--- src/common/tcxo_pkg.sv ---
// Shared constants and types for the oscillator tuning and temperature register block
package tcxo_pkg;

  // ==========================================================================
  // Command codes
  localparam logic [7:0] CMD_DIVIDER = 8'h5D;
  localparam logic [7:0] CMD_CONTROL = 8'h60;
  localparam logic [7:0] CMD_TEMP_HI = 8'h64;
  localparam logic [7:0] CMD_TEMP_LO = 8'h65;
  localparam logic [7:0] CMD_OFFSET  = 8'h66;

  // ==========================================================================
  // Reset values and fixed patterns
  localparam logic [7:0] DIVIDER_RST  = 8'h00;
  localparam logic [7:0] CONTROL_RST  = 8'h00;
  localparam logic [7:0] OFFSET_RST   = 8'h00;
  localparam logic [7:0] IDLE_BYTE    = 8'hFF;
  localparam logic [5:0] TEMP_LO_PAD  = 6'h00;
  localparam logic [3:0] BITS_IN_BYTE = 4'h8;
  localparam logic [3:0] BIT_FIRST    = 4'h1;
  localparam int unsigned TEMP_W      = 10;
  localparam int unsigned TEMP_FRAC_W = 2;
  localparam int unsigned OFFSET_SIGN = 7;

  // Slave address upper six bits; value is arbitrary
  localparam logic [5:0] SLAVE_ADDR_HI = 6'h24;

  // ==========================================================================
  // Timing
  localparam int unsigned CLK_PERIOD_NS = 100;
  localparam int unsigned CONV_TIME_US  = 100;
  localparam int unsigned CONV_CYCLES   = (CONV_TIME_US * 1000) / CLK_PERIOD_NS;

  // ==========================================================================
  // Serial slave states
  typedef enum logic [8:0] {
    ST_IDLE    = 9'h001,
    ST_ADDR    = 9'h002,
    ST_ADDR_AK = 9'h004,
    ST_CMD     = 9'h008,
    ST_CMD_AK  = 9'h010,
    ST_WDATA   = 9'h020,
    ST_WDAT_AK = 9'h040,
    ST_RDATA   = 9'h080,
    ST_RACK    = 9'h100
  } slave_state_t;

endpackage : tcxo_pkg

--- src/common/conv_if.sv ---
// Carrier between the temperature converter and the register block
`timescale 1ns/1ps
interface conv_if;
  logic                            done;
  logic [tcxo_pkg::TEMP_W-1:0]     result;
  modport src (output done, output result);
  modport snk (input done, input result);
endinterface : conv_if

--- src/hw/temp_converter.sv ---
// Free-running temperature conversion sequencer
`timescale 1ns/1ps
module temp_converter #(
  parameter int unsigned CONV_CYCLES = tcxo_pkg::CONV_CYCLES
) (
  // Clock and reset
  input  wire logic                        clk,
  input  wire logic                        reset,
  // Sensor front end
  input  wire logic [tcxo_pkg::TEMP_W-1:0] temp_raw,
  // Result towards the registers
  conv_if.src                              conv
);

  localparam int unsigned CNT_W = $clog2(CONV_CYCLES + 1);
  localparam logic [CNT_W-1:0] CNT_LAST = CNT_W'(CONV_CYCLES - 1);
  localparam logic [CNT_W-1:0] CNT_ONE  = CNT_W'(1);

  typedef struct packed {
    logic [CNT_W-1:0]            cnt;
    logic [tcxo_pkg::TEMP_W-1:0] raw_m;
    logic [tcxo_pkg::TEMP_W-1:0] raw_s;
    logic                        done;
    logic [tcxo_pkg::TEMP_W-1:0] result;
  } conv_state_t;

  conv_state_t st_r;
  conv_state_t st_nxt;

  // ==========================================================================
  // Conversion timing
  // The front end holds its code steady for a whole period, so a plain
  // two-stage capture of the bus is safe here.
  always_comb begin
    st_nxt       = st_r;
    st_nxt.raw_m = temp_raw;
    st_nxt.raw_s = st_r.raw_m;
    st_nxt.done  = 1'b0;
    if (st_r.cnt == CNT_LAST) begin
      st_nxt.cnt    = '0;
      st_nxt.done   = 1'b1;
      st_nxt.result = st_r.raw_s;
    end else begin
      st_nxt.cnt = st_r.cnt + CNT_ONE;
    end
  end

  always_ff @(posedge clk) begin
    if (reset) begin
      st_r <= '0;
    end else begin
      st_r <= st_nxt;
    end
  end

  assign conv.done   = st_r.done;
  assign conv.result = st_r.result;

endmodule : temp_converter

--- src/hw/tcxo_regs.sv ---
// Two-wire slave with tuning, control and temperature registers
`timescale 1ns/1ps
module tcxo_regs #(
  parameter int unsigned LOAD_W      = 12,
  parameter int unsigned CONV_CYCLES = tcxo_pkg::CONV_CYCLES
) (
  // Clock and reset
  input  wire logic                        clk,
  input  wire logic                        reset,
  // Two-wire bus pins
  input  wire logic                        scl_in,
  input  wire logic                        sda_in,
  output logic                             sda_out,
  output logic                             sda_oe_n,
  // Address strap
  input  wire logic                        addr_strap_pin,
  // Sensor and compensation inputs
  input  wire logic [tcxo_pkg::TEMP_W-1:0] temp_raw,
  input  wire logic [LOAD_W-1:0]           factory_comp,
  // Register contents towards the oscillator
  output logic [7:0]                       divider_value,
  output logic [7:0]                       control_value,
  output logic [7:0]                       offset_value,
  output logic [LOAD_W-1:0]                load_word,
  output logic                             load_update
);

  typedef struct packed {
    tcxo_pkg::slave_state_t st;
    logic                   scl_m;
    logic                   scl_s;
    logic                   scl_p;
    logic                   sda_m;
    logic                   sda_s;
    logic                   sda_p;
    logic                   strap_m;
    logic                   strap_s;
    logic [3:0]             bitcnt;
    logic [7:0]             rxsh;
    logic [7:0]             txsh;
    logic [7:0]             ptr;
    logic                   rw;
    logic                   wrote;
    logic                   rdidx;
    logic [7:0]             lo_shadow;
    logic [7:0]             divider;
    logic [7:0]             control;
    logic [7:0]             offset;
    logic [7:0]             temp_hi;
    logic [7:0]             temp_lo;
    logic [LOAD_W-1:0]      load;
    logic                   load_upd;
    logic                   sda_oe_n;
    logic                   sda_o;
  } regs_state_t;

  regs_state_t st_r;
  regs_state_t st_nxt;

  conv_if conv ();

  temp_converter #(
    .CONV_CYCLES (CONV_CYCLES)
  ) u_conv (
    .clk      (clk),
    .reset    (reset),
    .temp_raw (temp_raw),
    .conv     (conv)
  );

  // ==========================================================================
  // Helpers
  function automatic logic known_rw(input logic [7:0] code);
    known_rw = (code == tcxo_pkg::CMD_DIVIDER) || (code == tcxo_pkg::CMD_CONTROL) ||
               (code == tcxo_pkg::CMD_OFFSET);
  endfunction : known_rw

  // Byte for a given pointer; the low half of a two-byte temperature read comes
  // from a shadow taken with the high half, so the pair never tears.
  function automatic logic [7:0] read_byte(input regs_state_t s, input logic second);
    logic [7:0] b;
    b = tcxo_pkg::IDLE_BYTE;
    case (s.ptr)
      tcxo_pkg::CMD_DIVIDER: b = second ? tcxo_pkg::IDLE_BYTE : s.divider;
      tcxo_pkg::CMD_CONTROL: b = second ? tcxo_pkg::IDLE_BYTE : s.control;
      tcxo_pkg::CMD_OFFSET:  b = second ? tcxo_pkg::IDLE_BYTE : s.offset;
      tcxo_pkg::CMD_TEMP_HI: b = second ? s.lo_shadow : s.temp_hi;
      tcxo_pkg::CMD_TEMP_LO: b = second ? tcxo_pkg::IDLE_BYTE : s.temp_lo;
      default:               b = tcxo_pkg::IDLE_BYTE;
    endcase
    read_byte = b;
  endfunction : read_byte

  logic scl_rise;
  logic scl_fall;
  logic bus_start;
  logic bus_stop;

  assign scl_rise  = st_r.scl_s & ~st_r.scl_p;
  assign scl_fall  = ~st_r.scl_s & st_r.scl_p;
  assign bus_start = st_r.scl_s & st_r.scl_p & st_r.sda_p & ~st_r.sda_s;
  assign bus_stop  = st_r.scl_s & st_r.scl_p & ~st_r.sda_p & st_r.sda_s;

  // ==========================================================================
  // Next state
  always_comb begin
    logic [7:0] tx;
    tx = tcxo_pkg::IDLE_BYTE;
    st_nxt          = st_r;
    st_nxt.scl_m    = scl_in;
    st_nxt.scl_s    = st_r.scl_m;
    st_nxt.scl_p    = st_r.scl_s;
    st_nxt.sda_m    = sda_in;
    st_nxt.sda_s    = st_r.sda_m;
    st_nxt.sda_p    = st_r.sda_s;
    st_nxt.strap_m  = addr_strap_pin;
    st_nxt.strap_s  = st_r.strap_m;
    st_nxt.load_upd = 1'b0;
    st_nxt.sda_o    = 1'b0;

    // Background conversion result and update cycle, untouched by bus traffic
    if (conv.done) begin
      st_nxt.temp_hi  = conv.result[tcxo_pkg::TEMP_W-1:tcxo_pkg::TEMP_FRAC_W];
      st_nxt.temp_lo  = {conv.result[tcxo_pkg::TEMP_FRAC_W-1:0],
                         tcxo_pkg::TEMP_LO_PAD};
      // Raw two's complement sum: 7Fh pushes up most, 80h pulls down most
      st_nxt.load     = factory_comp +
                        {{(LOAD_W-8){st_r.offset[tcxo_pkg::OFFSET_SIGN]}}, st_r.offset};
      st_nxt.load_upd = 1'b1;
    end

    if (bus_stop) begin
      st_nxt.st       = tcxo_pkg::ST_IDLE;
      st_nxt.sda_oe_n = 1'b1;
    end else if (bus_start) begin
      st_nxt.st       = tcxo_pkg::ST_ADDR;
      st_nxt.bitcnt   = '0;
      st_nxt.wrote    = 1'b0;
      st_nxt.sda_oe_n = 1'b1;
    end else begin
      case (st_r.st)
        tcxo_pkg::ST_IDLE: begin
          st_nxt.sda_oe_n = 1'b1;
        end
        tcxo_pkg::ST_ADDR, tcxo_pkg::ST_CMD, tcxo_pkg::ST_WDATA: begin
          if (scl_rise && st_r.bitcnt != tcxo_pkg::BITS_IN_BYTE) begin
            st_nxt.rxsh   = {st_r.rxsh[6:0], st_r.sda_s};
            st_nxt.bitcnt = st_r.bitcnt + tcxo_pkg::BIT_FIRST;
          end else if (scl_fall && st_r.bitcnt == tcxo_pkg::BITS_IN_BYTE) begin
            st_nxt.bitcnt = '0;
            if (st_r.st == tcxo_pkg::ST_ADDR) begin
              if (st_r.rxsh[7:1] == {tcxo_pkg::SLAVE_ADDR_HI, st_r.strap_s}) begin
                st_nxt.rw       = st_r.rxsh[0];
                st_nxt.sda_oe_n = 1'b0;
                st_nxt.st       = tcxo_pkg::ST_ADDR_AK;
              end else begin
                st_nxt.st = tcxo_pkg::ST_IDLE;
              end
            end else if (st_r.st == tcxo_pkg::ST_CMD) begin
              st_nxt.ptr      = st_r.rxsh;
              st_nxt.sda_oe_n = 1'b0;
              st_nxt.st       = tcxo_pkg::ST_CMD_AK;
            end else if (!st_r.wrote && known_rw(st_r.ptr)) begin
              case (st_r.ptr)
                tcxo_pkg::CMD_DIVIDER: st_nxt.divider = st_r.rxsh;
                tcxo_pkg::CMD_CONTROL: st_nxt.control = st_r.rxsh;
                default:               st_nxt.offset  = st_r.rxsh;
              endcase
              st_nxt.wrote    = 1'b1;
              st_nxt.sda_oe_n = 1'b0;
              st_nxt.st       = tcxo_pkg::ST_WDAT_AK;
            end else begin
              // Temperature bytes, unknown codes and extra bytes are refused
              st_nxt.st = tcxo_pkg::ST_IDLE;
            end
          end
        end
        tcxo_pkg::ST_ADDR_AK: begin
          if (scl_fall) begin
            if (st_r.rw) begin
              tx                = read_byte(st_r, 1'b0);
              st_nxt.lo_shadow  = st_r.temp_lo;
              st_nxt.rdidx      = 1'b0;
              st_nxt.sda_oe_n   = tx[7];
              st_nxt.txsh       = {tx[6:0], 1'b1};
              st_nxt.bitcnt     = tcxo_pkg::BIT_FIRST;
              st_nxt.st         = tcxo_pkg::ST_RDATA;
            end else begin
              st_nxt.sda_oe_n = 1'b1;
              st_nxt.st       = tcxo_pkg::ST_CMD;
            end
          end
        end
        tcxo_pkg::ST_CMD_AK, tcxo_pkg::ST_WDAT_AK: begin
          if (scl_fall) begin
            st_nxt.sda_oe_n = 1'b1;
            st_nxt.st       = tcxo_pkg::ST_WDATA;
          end
        end
        tcxo_pkg::ST_RDATA: begin
          if (scl_fall) begin
            if (st_r.bitcnt == tcxo_pkg::BITS_IN_BYTE) begin
              st_nxt.sda_oe_n = 1'b1;
              st_nxt.st       = tcxo_pkg::ST_RACK;
            end else begin
              st_nxt.sda_oe_n = st_r.txsh[7];
              st_nxt.txsh     = {st_r.txsh[6:0], 1'b1};
              st_nxt.bitcnt   = st_r.bitcnt + tcxo_pkg::BIT_FIRST;
            end
          end
        end
        tcxo_pkg::ST_RACK: begin
          if (scl_rise && st_r.sda_s) begin
            st_nxt.st = tcxo_pkg::ST_IDLE;
          end else if (scl_fall) begin
            // Only one byte follows the first; anything later is filler
            tx              = st_r.rdidx ? tcxo_pkg::IDLE_BYTE : read_byte(st_r, 1'b1);
            st_nxt.rdidx    = 1'b1;
            st_nxt.sda_oe_n = tx[7];
            st_nxt.txsh     = {tx[6:0], 1'b1};
            st_nxt.bitcnt   = tcxo_pkg::BIT_FIRST;
            st_nxt.st       = tcxo_pkg::ST_RDATA;
          end
        end
        default: begin
          st_nxt.st       = tcxo_pkg::ST_IDLE;
          st_nxt.sda_oe_n = 1'b1;
        end
      endcase
    end
  end

  // ==========================================================================
  // State register
  always_ff @(posedge clk) begin
    if (reset) begin
      st_r          <= '0;
      st_r.st       <= tcxo_pkg::ST_IDLE;
      st_r.scl_m    <= 1'b1;
      st_r.scl_s    <= 1'b1;
      st_r.scl_p    <= 1'b1;
      st_r.sda_m    <= 1'b1;
      st_r.sda_s    <= 1'b1;
      st_r.sda_p    <= 1'b1;
      st_r.divider  <= tcxo_pkg::DIVIDER_RST;
      st_r.control  <= tcxo_pkg::CONTROL_RST;
      st_r.offset   <= tcxo_pkg::OFFSET_RST;
      st_r.sda_oe_n <= 1'b1;
    end else begin
      st_r <= st_nxt;
    end
  end

  assign sda_out       = st_r.sda_o;
  assign sda_oe_n      = st_r.sda_oe_n;
  assign divider_value = st_r.divider;
  assign control_value = st_r.control;
  assign offset_value  = st_r.offset;
  assign load_word     = st_r.load;
  assign load_update   = st_r.load_upd;

endmodule : tcxo_regs

--- config.mk ---
export PLATFORM = sky130hd
export DESIGN_NAME = tcxo_regs
export DESIGN_NICKNAME = d
export VERILOG_FILES = /design/src/common/tcxo_pkg.sv /design/src/common/conv_if.sv /design/src/hw/temp_converter.sv /design/src/hw/tcxo_regs.sv
export SDC_FILE = /design/constraint.sdc
export NUM_CORES = 1
export LEC_CHECK = 0
export CAP_MARGIN = 20
export CORE_MARGIN = 5
export CORE_UTILIZATION = 35
export DETAILED_ROUTE_END_ITERATION = 10
export DONT_BUFFER_PORTS = 1
export PLACE_DENSITY_LB_ADDON = 0.3
export SYNTH_ARGS = -nofsm -noshare
export SYNTH_HDL_FRONTEND = slang
export SYNTH_SLANG_ARGS = --single-unit
--- constraint.sdc ---
create_clock -name clk -period 2.2 [get_ports clk]
set_input_delay 0.22 -clock clk [delete_from_list [all_inputs] [get_ports clk]]
set_output_delay 0.22 -clock clk [all_outputs]
set_load 0.02 [all_outputs]
==> flow_metrics.tcl <==
set metrics [dict create \
    pwr-share-seq_pct 47.1 \
    met2_usage_pct 24.2 \
    period_share_pct 98.1 \
    synth_top_area_share_pct 42.5 \
    design_area_sq_um 7760 \
    numPlacedInstances 948 \
    drv_slew 0 \
    use_met3_pct 4.60 \
    p_clk_share_pct 48.6 \
    initial_core_util_pct 35.2 \
    fin_nets 801 \
    synth-edff-count 0 \
    hold_class "input pin to flip-flop" \
    postSynthAreaPerCell_sq_um 8.94 \
    fin_cells 1006 \
    netlist_top_cells_count "139 x dfxtp_1, 110 x nor2_1, 66 x mux2i_1" \
    ys_warn_count 0 \
    fmax_ghz 0.463 \
    leakagePower_nw 3.11 \
    ctsHtreeMaxLevel 4 \
    yosysMostFrequentCell "dfxtp_1" \
    min_period_ps 2160 \
    rsz0062_at_grt "true" \
    slowest_stage "or4b_4" \
    grt-busiest-layer "met2" \
    status "finished, final reports clean" \
    synth_seq_cells 139 \
    finalSetupViolCount 0 \
    switching_share_pct 23.7 \
    clk_path_buf_depth 2 \
    ys_async_sr_fraction_pct 0 \
    viasPerCell 5.02 \
    yosys-top-cells-area "dfxtp_1 42%, mux2i_1 10%, nor2_1 6.3%, buf_4 4.2%, nor2b_1 3.0%" \
    worst_pin_slew_ps 610 \
    die_h_um 147 \
    ys.flop_type "dfxtp_1" \
    clock_latency_ps 420 \
    power.internal_mw 4.15 \
    reg2reg_depth 8 \
    area_growth_pct 18.5 \
    num_antenna_cells 0 \
    cts_tree "built" \
    grt_antenna_before_repair 0 \
    finalHoldViolCount 0 \
    num_rows 50 \
    grt-ovfl-total 0 \
    maxCapViolCount 0 \
    place_area_sq_um 6820 \
    syn-cell-area_sq_um 6550 \
    path_class "flip-flop to flip-flop" \
    ant_nets 0 \
    cp_max_fo 4 \
    powerDensity_nw_per_um2 701 \
    cts.sinks 139 \
    hpwl_um 10900 \
    grtUsageMet1_pct 19.6 \
    io_pins 66 \
    drive_gt1_share_pct 16.8 \
    synth.largest_area_cell "dfxtp_1" \
    port_buffers 0 \
    dieWidth_um 147 \
    core_area_sq_um 18600 \
    skew_ps 6.06 \
    crit_chain "or4b_4 -> nor3_4 -> nor2_2 -> a222oi_1 -> buf_4 -> o22ai_4 -> a2111oi_4 -> nor2_1" \
    combPwrFrac_pct 4.3 \
    drt_iter0_drc 298 \
    grt_pass1_vias 4861 \
    grt_pass1_wl_um 25900 \
    cts_made_buffers 17 \
    vias 5053 \
    layout_setup_ws_ps 42.5 \
    critPathLaunchType "flip-flop" \
    synth_cell_types 69 \
    max_stage_delay_ps 560 \
    drc 0 \
    clk_pin_slew_ps 60 \
    vdd.ir_drop.worst_v 0.000558 \
    worst_setup_path_end_kind "flip-flop" \
    die-area_sq_um 21500 \
    num-fill-cells 1816 \
    p_sw_mw 1.29 \
    synth_nets 774 \
    max_slew_margin_pct 59.3 \
    place_ws_ps -0.747 \
    drt-total-wl_um 15900 \
    gp_congestion 0.860 \
    wl_per_cell_um 15.8 \
    cp_data_arrival_time_ps 2470 \
    hold_path_depth 2 \
    grt_max_degree 108 \
    grt.total_usage_pct 15.0 \
    required_ps 2510 \
    synth.yosys.seq_area_share_pct 42.5 \
    ctsRootBufferMaster "clkbuf_16" \
    drt-pass1-iter-count 4 \
    syn_inst 732 \
]
## final timing paths
path	startpoint	end	slack (ps)
worst max register to register	st_r[66]$_SDFFE_PP0P_	st_r[102]$_SDFFE_PP1P_	40
worst min register to register	st_nxt[100]$_SDFF_PP1_	st_nxt[99]$_SDFF_PP1_	420
worst max-delay path	st_r[66]$_SDFFE_PP0P_	st_r[102]$_SDFFE_PP1P_	40
worst min-delay path	reset	load_update$_SDFF_PP0_	40
## layout by cell type, fill, tap and decap left out, types with 4 or more instances in the layout
master,n
nand3_1,13
buf_4,57
inv_6,5
dfxtp_1,136
nand2b_1,11
a211oi_1,4
o21ai_0,31
and3_1,4
clkbuf_16,17
xor2_1,7
nor3_1,11
a311oi_1,6
o21ai_1,4
nor2b_1,31
a22oi_1,18
or3_1,5
or2_2,7
inv_1,12
nor3b_1,5
nand2_1,49
xnor2_1,12
a21oi_1,21
nor2_1,108
nand3b_1,6
and2_1,5
dlygate4sd3_1,22
mux2i_1,66
nand4_1,5
clkinv_4,4
ha_1,13
## power groups by stage
stage	sequential, mW	clock (mW)	combinational [mW]
final	2.56	2.65	0.232
after floorplan	2.61	0	0.145
after CTS	2.56	2.71	0.208
after global placement	2.62	0	0.151
after global routing	2.56	2.84	0.255
after detailed placement	2.62	0	0.150
## cell families after synthesis
kind of cell / share of synthesized area (%)
buffers and inverters: 7.17
AO/OA/AOI/OAI: 12.9
flip-flops: 42.5
multiplexers: 10.3
other: 0.0573
adder cells (fa/ha/maj): 3.13
XOR/XNOR: 2.54
AND/OR/NAND/NOR: 21.5
## through the flow
stage	total power [mW]	util (%)	hold WS [ps]	setup TNS, ps
global route	5.66	41.8	25.4	-861
detailed placement	2.77	36.7	306	-0.747
global placement	2.77	36.7	303	0
floorplan	2.76	-	324	0
CTS	5.48	41.0	14.4	0
finish	5.44	41.8	38.1	0
## worst max-delay path, delay by kind of cell, from the launching register on
family                 cells  cell delay (ps)
flip-flops                 1              330
buffers and inverters      1              200
AO/OA/AOI/OAI              3              630
AND/OR/NAND/NOR            4              890
## area by class of cell
| type | count | area, sq um | area share, % |
|---|---|---|---|
| Sequential cell | 139 | 2790 | 35.9 |
| Inverter | 12 | 45.0 | 0.581 |
| Timing Repair Buffer | 80 | 676 | 8.71 |
| Clock inverter | 13 | 108 | 1.39 |
| Clock buffer | 19 | 443 | 5.71 |
| Multi-Input combinational cell | 509 | 3410 | 43.9 |
| Tap cell | 234 | 293 | 3.77 |
## state kept, by name, summed over array words and instances, names as in the netlist
| register | cells |
|---|---|
| load_word | 12 |
| st_r | 55 |
| sda_oe_n | 1 |
| u_conv.st_nxt | 10 |
| st_nxt | 5 |
| u_conv.st_r | 20 |
| control_value | 8 |
| load_update | 1 |
| offset_value | 8 |
| u_conv.conv.result | 10 |
| divider_value | 8 |
| u_conv.conv.done | 1 |
## per-layer routing
metal / part of all wire (%) / vias up / routed length [um]
li1: - / 2562 / -
met5: 0 / - / 0
met2: 46 / 94 / 7350
met1: 47 / 2375 / 7480
met3: 5.5 / 22 / 868
met4: 1.4 / 0 / 218
## timing repair
item / in CTS / in global routing
pin swaps: 1 / 15
hold endpoints to repair: 118 / 0
hold buffers: 23 / 0
resized for setup: 0 / 33
setup buffers: 0 / 3
setup endpoints to repair: 1 / 41
Note: power is estimated with default switching activity, not from simulation.
